**config.mk**
```make
export PLATFORM = sky130hd
export DESIGN_NAME = xcvr_reconfig_offset_cancel
export DESIGN_NICKNAME = d
export VERILOG_FILES = /design/src/design/xcvr_reconfig_pkg.sv /design/src/design/xcvr_reconfig_offset_cancel.sv
export SDC_FILE = /design/constraint.sdc
export NUM_CORES = 1
export LEC_CHECK = 0
export BUFFER_PORTS_ARGS = -buffer_cell sky130_fd_sc_hd__clkbuf_2
export CORE_MARGIN = 3
export CORE_UTILIZATION = 45
export DETAILED_ROUTE_END_ITERATION = 10
export GPL_TIMING_DRIVEN = 1
export HOLD_SLACK_MARGIN = 0.03
export SYNTH_ARGS = -nofsm -noshare
export SYNTH_HDL_FRONTEND = slang
export SYNTH_SLANG_ARGS = --single-unit
```
**constraint.sdc**
```tcl
create_clock -name sys_clk -period 4.8 [get_ports sys_clk]
set_input_delay 0.48 -clock sys_clk [delete_from_list [all_inputs] [get_ports sys_clk]]
set_output_delay 0.48 -clock sys_clk [all_outputs]
set_load 0.005 [all_outputs]
```
**src/design/xcvr_reconfig_pkg.sv**
```systemverilog
// shared constants, types and carriers of the reconfiguration controller
package xcvr_reconfig_pkg;

	// ************************************************
	// widths
	// ************************************************
	localparam int IDX_W = 6;
	localparam int WORD_W = 16;
	localparam int MEM_DEPTH = 64;
	localparam int MODE_W = 3;
	typedef logic [IDX_W-1:0] idx_t;
	typedef logic [WORD_W-1:0] word_t;

	// ************************************************
	// register map
	// ************************************************
	localparam logic [7:0] OFS_CTRL = 8'h00;
	localparam logic [7:0] OFS_STATUS = 8'h04;
	localparam logic [7:0] OFS_IMG_ADDR = 8'h08;
	localparam logic [7:0] OFS_IMG_DATA = 8'h0c;
	localparam logic [3:0] SEL_NONE = 4'h0;
	localparam logic [3:0] SEL_CTRL = 4'h1;
	localparam logic [3:0] SEL_STATUS = 4'h2;
	localparam logic [3:0] SEL_IMG_ADDR = 4'h4;
	localparam logic [3:0] SEL_IMG_DATA = 4'h8;
	localparam int CTRL_MODE_LSB = 0;
	localparam int CTRL_LAST_LSB = 8;
	localparam int CTRL_START_BIT = 16;
	localparam int CTRL_CLEAR_BIT = 17;
	localparam int ST_BUSY_BIT = 0;
	localparam int ST_DONE_BIT = 1;
	localparam int ST_LOADING_BIT = 2;
	localparam int ST_MODE_ERR_BIT = 3;
	localparam int ST_OC_DONE_BIT = 4;
	localparam int ST_IDX_LSB = 8;
	localparam logic [1:0] RESP_OKAY = 2'h0;
	localparam logic [1:0] RESP_SLVERR = 2'h2;

	// ************************************************
	// modes, reset values, timing
	// ************************************************
	localparam logic [MODE_W-1:0] MODE_ANALOG = 3'h0;
	localparam logic [MODE_W-1:0] MODE_CHANNEL = 3'h1;
	localparam logic [MODE_W-1:0] RST_MODE = MODE_ANALOG;
	localparam idx_t RST_LAST = 6'h3f;
	localparam int OC_CYCLES = 16;
	localparam logic [3:0] OC_SETTLE_LAST = 4'(OC_CYCLES - 3);

	// ************************************************
	// states and carriers
	// ************************************************
	typedef enum logic [4:0] {
		OC_WAIT = 5'h01,
		OC_ISOLATE = 5'h02,
		OC_SETTLE = 5'h04,
		OC_BUFFER = 5'h08,
		OC_DONE = 5'h10
	} oc_state_t;
	typedef enum logic [2:0] {
		LD_IDLE = 3'h1,
		LD_FETCH = 3'h2,
		LD_WRITE = 3'h4
	} ld_state_t;
	typedef struct packed {
		logic rx_isolate;
		logic oc_settle;
		logic oc_buffer;
		logic wr_en;
		idx_t wr_addr;
		word_t wr_data;
	} to_xcvr_t;
	typedef struct packed {
		logic wr_ack;
	} from_xcvr_t;

endpackage : xcvr_reconfig_pkg

```
**src/design/xcvr_reconfig_offset_cancel.sv**
```systemverilog
// channel image loader and power-up offset cancellation sequencer
//
// Contract
// word index counts up, wraps to zero
// index strobe after each full 16-bit word
// one-cycle clear pulse zeroes word index
// controller reset clears registers, aborts load
// reset source synchronised to sys_clk outside
// load complete raised after last word
// load complete cleared when new load starts
// offset cancellation runs after power-up
// offset cancellation runs once per power-up
// held reset at power-up delays start
// reset mid-sequence restarts it afterwards
// sequence first isolates receiver input pins
// last step cancels receiver buffer offset
// power-down kept low during sequence outside
// busy low first cycle, high second
// busy falls when cancellation completes
// cancellation lasts sixteen clock cycles
// outbound and inbound transceiver buses
// no cancellation without a receiver
// no pll reconfiguration function offered
// mode 000 analog, 001 channel, others invalid; here a start in mode 000 also sets the mode error and loads nothing
// all outputs registered on sys_clk
//
// Chosen here: the register offsets and register access over AXI4-Lite.
`timescale 1ns/1ps

module xcvr_reconfig_offset_cancel #(
	parameter bit HAS_RX = 1'b1
) (
	// clock and resets
	input wire logic sys_clk,
	input wire logic nrst,
	input wire logic por_n,
	// axi4-lite slave
	input wire logic [7:0] s_axi_awaddr,
	input wire logic s_axi_awvalid,
	output logic s_axi_awready,
	input wire logic [31:0] s_axi_wdata,
	input wire logic [3:0] s_axi_wstrb,
	input wire logic s_axi_wvalid,
	output logic s_axi_wready,
	output logic [1:0] s_axi_bresp,
	output logic s_axi_bvalid,
	input wire logic s_axi_bready,
	input wire logic [7:0] s_axi_araddr,
	input wire logic s_axi_arvalid,
	output logic s_axi_arready,
	output logic [31:0] s_axi_rdata,
	output logic [1:0] s_axi_rresp,
	output logic s_axi_rvalid,
	input wire logic s_axi_rready,
	// transceiver buses
	output xcvr_reconfig_pkg::to_xcvr_t to_xcvr,
	input wire xcvr_reconfig_pkg::from_xcvr_t from_xcvr,
	// status
	output logic busy,
	output xcvr_reconfig_pkg::idx_t word_idx,
	output logic word_idx_strobe,
	output logic load_done
);
	import xcvr_reconfig_pkg::*;

	// ************************************************
	// declarations
	// ************************************************
	logic awready_reg, wready_reg, bvalid_reg, arready_reg, rvalid_reg;
	logic [1:0] bresp_reg, rresp_reg;
	logic [31:0] rdata_reg, wdata_reg, rd_word;
	logic [7:0] awaddr_reg;
	logic [3:0] wstrb_reg, wsel, rsel;
	logic wr_fire, start_ok;
	logic [MODE_W-1:0] mode_reg;
	idx_t last_reg, img_addr_reg, word_idx_reg, wr_addr_reg;
	word_t wr_data_reg;
	word_t img_mem [MEM_DEPTH];
	logic start_req_reg, clr_req_reg, mode_err_reg;
	logic strobe_reg, load_done_reg, wr_en_reg;
	ld_state_t ld_state_reg;
	oc_state_t oc_state_reg;
	logic [3:0] oc_cnt_reg;
	logic busy_reg, oc_done_reg, isolate_reg, settle_reg, buffer_reg;

	function automatic logic [3:0] reg_hit(input logic [7:0] a);
		case (a)
			OFS_CTRL: reg_hit = SEL_CTRL;
			OFS_STATUS: reg_hit = SEL_STATUS;
			OFS_IMG_ADDR: reg_hit = SEL_IMG_ADDR;
			OFS_IMG_DATA: reg_hit = SEL_IMG_DATA;
			default: reg_hit = SEL_NONE;
		endcase
	endfunction : reg_hit

	// ************************************************
	// axi4-lite write path
	// ************************************************
	// address and data are held until both have arrived
	assign wr_fire = !awready_reg && !wready_reg && !bvalid_reg;
	assign wsel = reg_hit(awaddr_reg);

	always_ff @(posedge sys_clk) begin
		if (!nrst) begin
			awready_reg <= 1'b1;
			awaddr_reg <= 8'h00;
		end else if (awready_reg && s_axi_awvalid) begin
			awready_reg <= 1'b0;
			awaddr_reg <= s_axi_awaddr;
		end else if (bvalid_reg && s_axi_bready) begin
			awready_reg <= 1'b1;
		end
	end

	always_ff @(posedge sys_clk) begin
		if (!nrst) begin
			wready_reg <= 1'b1;
			wdata_reg <= 32'h0;
			wstrb_reg <= 4'h0;
		end else if (wready_reg && s_axi_wvalid) begin
			wready_reg <= 1'b0;
			wdata_reg <= s_axi_wdata;
			wstrb_reg <= s_axi_wstrb;
		end else if (bvalid_reg && s_axi_bready) begin
			wready_reg <= 1'b1;
		end
	end

	always_ff @(posedge sys_clk) begin
		if (!nrst) begin
			bvalid_reg <= 1'b0;
			bresp_reg <= RESP_OKAY;
		end else if (wr_fire) begin
			bvalid_reg <= 1'b1;
			bresp_reg <= (wsel == SEL_NONE) ? RESP_SLVERR : RESP_OKAY;
		end else if (s_axi_bready) begin
			bvalid_reg <= 1'b0;
		end
	end

	// ************************************************
	// axi4-lite read path
	// ************************************************
	assign rsel = reg_hit(s_axi_araddr);

	always_comb begin
		rd_word = 32'h0;
		case (rsel)
			SEL_CTRL: begin
				rd_word[CTRL_MODE_LSB +: MODE_W] = mode_reg;
				rd_word[CTRL_LAST_LSB +: IDX_W] = last_reg;
			end
			SEL_STATUS: begin
				rd_word[ST_BUSY_BIT] = busy_reg;
				rd_word[ST_DONE_BIT] = load_done_reg;
				rd_word[ST_LOADING_BIT] = (ld_state_reg != LD_IDLE);
				rd_word[ST_MODE_ERR_BIT] = mode_err_reg;
				rd_word[ST_OC_DONE_BIT] = oc_done_reg;
				rd_word[ST_IDX_LSB +: IDX_W] = word_idx_reg;
			end
			SEL_IMG_ADDR: rd_word[IDX_W-1:0] = img_addr_reg;
			SEL_IMG_DATA: rd_word[WORD_W-1:0] = img_mem[img_addr_reg];
			default: rd_word = 32'h0;
		endcase
	end

	always_ff @(posedge sys_clk) begin
		if (!nrst) begin
			arready_reg <= 1'b1;
			rvalid_reg <= 1'b0;
			rdata_reg <= 32'h0;
			rresp_reg <= RESP_OKAY;
		end else if (arready_reg && s_axi_arvalid) begin
			arready_reg <= 1'b0;
			rvalid_reg <= 1'b1;
			rdata_reg <= rd_word;
			rresp_reg <= (rsel == SEL_NONE) ? RESP_SLVERR : RESP_OKAY;
		end else if (rvalid_reg && s_axi_rready) begin
			rvalid_reg <= 1'b0;
			arready_reg <= 1'b1;
		end
	end

	// ************************************************
	// control registers and image memory
	// ************************************************
	always_ff @(posedge sys_clk) begin
		// clear on reset
		if (!nrst) begin
			mode_reg <= RST_MODE;
			last_reg <= RST_LAST;
			start_req_reg <= 1'b0;
			clr_req_reg <= 1'b0;
		end else begin
			// one-cycle pulse
			start_req_reg <= 1'b0;
			clr_req_reg <= 1'b0;
			if (wr_fire && wsel == SEL_CTRL) begin
				if (wstrb_reg[0])
					mode_reg <= wdata_reg[CTRL_MODE_LSB +: MODE_W];
				if (wstrb_reg[1])
					last_reg <= wdata_reg[CTRL_LAST_LSB +: IDX_W];
				if (wstrb_reg[2]) begin
					start_req_reg <= wdata_reg[CTRL_START_BIT];
					clr_req_reg <= wdata_reg[CTRL_CLEAR_BIT];
				end
			end
		end
	end

	// the image pointer steps on each full data write, so a burst of writes fills it in order
	always_ff @(posedge sys_clk) begin
		if (!nrst)
			img_addr_reg <= '0;
		else if (wr_fire && wsel == SEL_IMG_ADDR && wstrb_reg[0])
			img_addr_reg <= wdata_reg[IDX_W-1:0];
		else if (wr_fire && wsel == SEL_IMG_DATA && (&wstrb_reg[1:0]))
			img_addr_reg <= idx_t'(img_addr_reg + 1'b1);
	end

	// image contents are data, not control state, so reset leaves them alone
	always_ff @(posedge sys_clk) begin
		if (wr_fire && wsel == SEL_IMG_DATA && (&wstrb_reg[1:0]))
			img_mem[img_addr_reg] <= wdata_reg[WORD_W-1:0];
	end

	// ************************************************
	// channel image loader
	// ************************************************
	// only the channel code loads; R20: no pll code exists
	assign start_ok = start_req_reg && mode_reg == MODE_CHANNEL && ld_state_reg == LD_IDLE
		&& oc_state_reg == OC_DONE;

	always_ff @(posedge sys_clk) begin
		if (!nrst)
			mode_err_reg <= 1'b0;
		else if (start_req_reg && mode_reg != MODE_CHANNEL)
			mode_err_reg <= 1'b1;
		else if (start_ok)
			mode_err_reg <= 1'b0;
	end

	always_ff @(posedge sys_clk) begin
		// abort load
		if (!nrst) begin
			ld_state_reg <= LD_IDLE;
			word_idx_reg <= '0;
			strobe_reg <= 1'b0;
			load_done_reg <= 1'b0;
			wr_en_reg <= 1'b0;
			wr_addr_reg <= '0;
			wr_data_reg <= '0;
		end else begin
			strobe_reg <= 1'b0;
			case (ld_state_reg)
				LD_IDLE: begin
					// done cleared on start
					if (start_ok) begin
						load_done_reg <= 1'b0;
						ld_state_reg <= LD_FETCH;
					end
				end
				LD_FETCH: begin
					// word out on bus
					wr_en_reg <= 1'b1;
					wr_addr_reg <= word_idx_reg;
					wr_data_reg <= img_mem[word_idx_reg];
					ld_state_reg <= LD_WRITE;
				end
				LD_WRITE: begin
					if (from_xcvr.wr_ack) begin
						// strobe after word
						wr_en_reg <= 1'b0;
						strobe_reg <= 1'b1;
						// step or wrap
						if (word_idx_reg == last_reg) begin
							word_idx_reg <= '0;
							// last word written
							load_done_reg <= 1'b1;
							ld_state_reg <= LD_IDLE;
						end else begin
							word_idx_reg <= idx_t'(word_idx_reg + 1'b1);
							ld_state_reg <= LD_FETCH;
						end
					end
				end
				default: ld_state_reg <= LD_IDLE;
			endcase
			// clear wins over step
			if (clr_req_reg)
				word_idx_reg <= '0;
		end
	end

	// ************************************************
	// offset cancellation sequencer
	// ************************************************
	// the once-only flag survives the controller reset; only power-on reset clears it
	always_ff @(posedge sys_clk) begin
		if (!por_n) begin
			oc_done_reg <= 1'b0;
			oc_state_reg <= OC_WAIT;
			oc_cnt_reg <= 4'h0;
			busy_reg <= 1'b0;
			isolate_reg <= 1'b0;
			settle_reg <= 1'b0;
			buffer_reg <= 1'b0;
		end else if (!nrst) begin
			// R10: R11: hold, restart or stay done
			oc_state_reg <= oc_done_reg ? OC_DONE : OC_WAIT;
			oc_cnt_reg <= 4'h0;
			busy_reg <= 1'b0;
			isolate_reg <= 1'b0;
			settle_reg <= 1'b0;
			buffer_reg <= 1'b0;
		end else begin
			case (oc_state_reg)
				OC_WAIT: begin
					// R19: start only with a receiver
					if (HAS_RX) begin
						// R15: isolate pins, raise busy
						oc_state_reg <= OC_ISOLATE;
						busy_reg <= 1'b1;
						isolate_reg <= 1'b1;
					end else begin
						oc_state_reg <= OC_DONE;
						oc_done_reg <= 1'b1;
					end
				end
				OC_ISOLATE: begin
					oc_state_reg <= OC_SETTLE;
					settle_reg <= 1'b1;
					oc_cnt_reg <= 4'h0;
				end
				OC_SETTLE: begin
					// fixed length
					if (oc_cnt_reg == OC_SETTLE_LAST) begin
						oc_state_reg <= OC_BUFFER;
						settle_reg <= 1'b0;
						buffer_reg <= 1'b1;
					end else begin
						oc_cnt_reg <= 4'(oc_cnt_reg + 1'b1);
					end
				end
				OC_BUFFER: begin
					// R16: buffer step, then release
					oc_state_reg <= OC_DONE;
					buffer_reg <= 1'b0;
					isolate_reg <= 1'b0;
					busy_reg <= 1'b0;
					oc_done_reg <= 1'b1;
				end
				OC_DONE: oc_state_reg <= OC_DONE;
				default: oc_state_reg <= OC_WAIT;
			endcase
		end
	end

	// ************************************************
	// outputs
	// ************************************************
	// every output from a flop
	assign s_axi_awready = awready_reg;
	assign s_axi_wready = wready_reg;
	assign s_axi_bvalid = bvalid_reg;
	assign s_axi_bresp = bresp_reg;
	assign s_axi_arready = arready_reg;
	assign s_axi_rvalid = rvalid_reg;
	assign s_axi_rdata = rdata_reg;
	assign s_axi_rresp = rresp_reg;
	assign to_xcvr = '{rx_isolate: isolate_reg, oc_settle: settle_reg, oc_buffer: buffer_reg,
		wr_en: wr_en_reg, wr_addr: wr_addr_reg, wr_data: wr_data_reg};
	assign busy = busy_reg;
	assign word_idx = word_idx_reg;
	assign word_idx_strobe = strobe_reg;
	assign load_done = load_done_reg;
endmodule : xcvr_reconfig_offset_cancel

```
==> flow_summary.rst <==
.. list-table::
   :header-rows: 1

   * - Metric
     - Value
   * - Worst setup SP type
     - flop
   * - Met1 routing resource usage after global routing
     - 0.3815
   * - Setup tns final
     - 0 ns
   * - RSZ-0062 raised after global routing
     - false
   * - Setup WS post-layout
     - 1.220 ns
   * - Cell repeated most along the worst path
     - mux4_2
   * - Total power density per cell area
     - 340.7 mW/mm2
   * - Critical path's largest stage delay
     - 0.92 ns
   * - Max FFs per register
     - 1,024
   * - Ys flop type
     - edfxtp_1
   * - Result of the run
     - complete, no violations
   * - CTS buffer count
     - 119
   * - DRC marker count from the first detailed-route iteration
     - 4,462
   * - Routability cong.
     - 0.9222
   * - Largest fanout of any net on the critical path
     - 33
   * - Drt pass-1 iters
     - 6
   * - CP cell instances
     - buf_12, mux4_2, mux4_2, mux2i_1, o22ai_1
   * - Total clock sinks
     - 1,147
   * - Worst EP required
     - 5.36 ns
   * - GR Layer Usage met2
     - 0.4542
   * - First-pass GRT wire length
     - 243,700 um
   * - CTS Root Buffer Type
     - clkbuf_16
   * - Number of flops mapped to enable cells by yosys
     - 1,024
   * - Hold buffer count at cts
     - 29
   * - Final global-route overflow total
     - 0
   * - FF+latch count, synth
     - 1,147
   * - Boundary Pins
     - 137
   * - Number of rows created at floorplan
     - 124
   * - Synthesized instance count
     - 2,921
   * - I/O Buffers
     - 103
   * - Fraction of layout instances using a drive strength above 1
     - 0.3340
   * - Global Route met3 Usage
     - 0.06584
   * - Clock slew at reported path FFs
     - 0.06 ns
   * - Cell type with the highest aggregate area in the netlist
     - edfxtp_1
   * - Final instance area
     - 0.05941 mm2
   * - Slew of the pin with the lowest slew margin
     - 1.391 ns
   * - Pins Over Slew Limit
     - 0
   * - DRT antenna net count
     - 0
   * - Die area
     - 0.1210 mm2
   * - Leading cell types by total area after synthesis
     - edfxtp_1 58%, mux4_2 22%, dfxtp_1 4.7%
   * - Max Buffers Root-to-Sink
     - 3
   * - Initial standard-cell utilization of the core
     - 0.4570
   * - Hold Fails Final Rpt
     - 0
   * - Share of the clock period used by the worst path after layout
     - 0.7459
   * - Placed Instance Area
     - 0.05537 mm2
   * - Width of the chip
     - 347.9 um
   * - Sum of net half-perimeters after detailed placement
     - 109,900 um
   * - Postcts setup bufs
     - 0
   * - Proportion of netlist area held by the largest area contributor
     - 0.5845
   * - Path type of the worst setup path
     - reg2reg
   * - Fmax
     - 279.3 MHz
   * - Synth cell count leaders
     - 1,024 x edfxtp_1, 512 x mux4_2, 196 x nand2_1
   * - Final setup viols
     - 0
   * - Wire per inst
     - 36.61 um
   * - Layer with the highest usage
     - met2
   * - # resized after CTS
     - 0
   * - Headroom to the max-slew limit
     - 0.07246
   * - Number of filler cells placed in the layout
     - 9,159
   * - CP Capture Type
     - flop
   * - Count of unresolved DRC violations after routing
     - 0
   * - Maximum number of pins on one net before global-route repair
     - 68
   * - Type of the most critical hold path
     - in2reg
   * - Worst ir drop on vdd
     - 0.3304 mV
   * - Post-Route Skew
     - 0.02655 ns
   * - WL final
     - 173,400 um
   * - Max-Cap Viols
     - 0
   * - TritonCTS clock tree
     - built
   * - Number of warnings issued by yosys
     - 0
   * - Most frequent cell after synthesis
     - edfxtp_1
   * - Aggregate global-route resource usage
     - 0.2860
   * - Number of distinct library cell variants in the gate-level netlist after synthesis
     - 70
   * - Sequential share of the synthesized area
     - 0.6313
   * - WHS
     - 0.07983 ns
   * - Average cell area after synthesis
     - 18.01 um2
   * - Async set or reset register ratio after synthesis
     - 0
   * - Worst-Skew Late Latency
     - 0.71 ns
   * - Initial antenna violation count
     - 11
   * - Worst slack at placement
     - 1.325 ns
   * - Post-Syn Area
     - 0.05261 mm2
   * - Net total in the final layout
     - 3,186
   * - Via count of the first global-routing pass
     - 32,156
   * - Standard cell with the maximum stage delay on the critical path
     - dfxtp_4
   * - Post-route minimum period
     - 3.580 ns
   * - Core Box Area
     - 0.1151 mm2
   * - Layout Area Growth over Synthesis
     - 12.93%
   * - Via density per instance
     - 6.733
   * - Total vias in the final route
     - 31,888
   * - Data arrival at the endpoint of the critical path
     - 4.14 ns
   * - Die Span Y
     - 347.9 um
   * - Leakage dissipation
     - 18.41 nW
   * - Pwr Total
     - 20.24 mW
   * - Deepest level of the CTS H-tree
     - 3
==> worst paths after layout <==
check	start	end	cells past startpoint	slack, ns
min reg2reg	wr_addr_reg[5]	wr_addr_reg[5]	2	0.46
max reg2reg	word_idx[0]	wr_data_reg[1]	5	1.22
min	s_axi_rready	s_axi_rvalid	3	0.08
max	word_idx[0]	wr_data_reg[1]	5	1.22
==> cell families after synthesis <==
group / after synthesis / synth area share
mux: 676 / 0.2509
flops: 1147 / 0.6313
fa+ha+maj: 4 / 0.0009514
buf+inv: 247 / 0.02668
xor+xnor: 16 / 0.002664
other cells: 1 / 0.00007128
simple gates: 483 / 0.04198
compound gates: 347 / 0.04543
==> stage by stage <==
stage                 util  cells
floorplan                -   2938
global placement    0.4810   4483
detailed placement  0.4810   4483
CTS                 0.5160   4734
global route        0.5160   4734
finish              0.5161   4736
==> final cells by class <==
type	instances	area, um2	area share
antenna	2	5.005	0.00008424
clock buffer	143	3152	0.05305
clock inverter	79	588.1	0.009898
inverter	14	52.55	0.0008845
multi-input combinational	1544	18270	0.3075
sequential	1147	33260	0.5598
tap	1512	1892	0.03184
timing repair buffer	295	2192	0.03690
==> worst max-delay path, delay by kind of cell (launching register included) <==
family                 cells  cell delay [ns]
DFF                        1             0.92
AOI/OAI and AO/OA          1             0.17
buffers and inverters      1             0.32
muxes                      3             1.95
==> power by group <==
| group | switching (mW) | internal (mW) |
|---|---|---|
| clock | 3.89 | 5.07 |
| sequential | 0.0408 | 10.9 |
| combinational | 0.258 | 0.0788 |
==> cell usage in the layout, fill, tap and decap left out, types with 19 or more instances in the layout <==
cell,Yosys,routed
clkbuf_2,1,103
clkbuf_16,0,122
edfxtp_1,1024,1024
nor2_1,123,61
a22oi_1,64,64
buf_4,43,150
o21ai_0,33,33
clkinv_1,3,35
nor2_2,2,61
nand3_1,41,41
o22ai_1,41,41
mux2_2,23,23
mux4_2,512,512
clkbuf_1,67,19
nand2_1,196,196
dlygate4sd3_1,0,29
mux2i_1,141,141
nor3_1,31,29
a21oi_1,73,73
dfxtp_1,123,99
clkinv_2,0,30
==> per-layer routing <==
layer / wire length (um) / share of wire
met5: 21 / 0.00012
met4: 8287 / 0.048
met3: 19300 / 0.11
met2: 81670 / 0.47
met1: 64090 / 0.37
(Power assumes the default switching activity.)
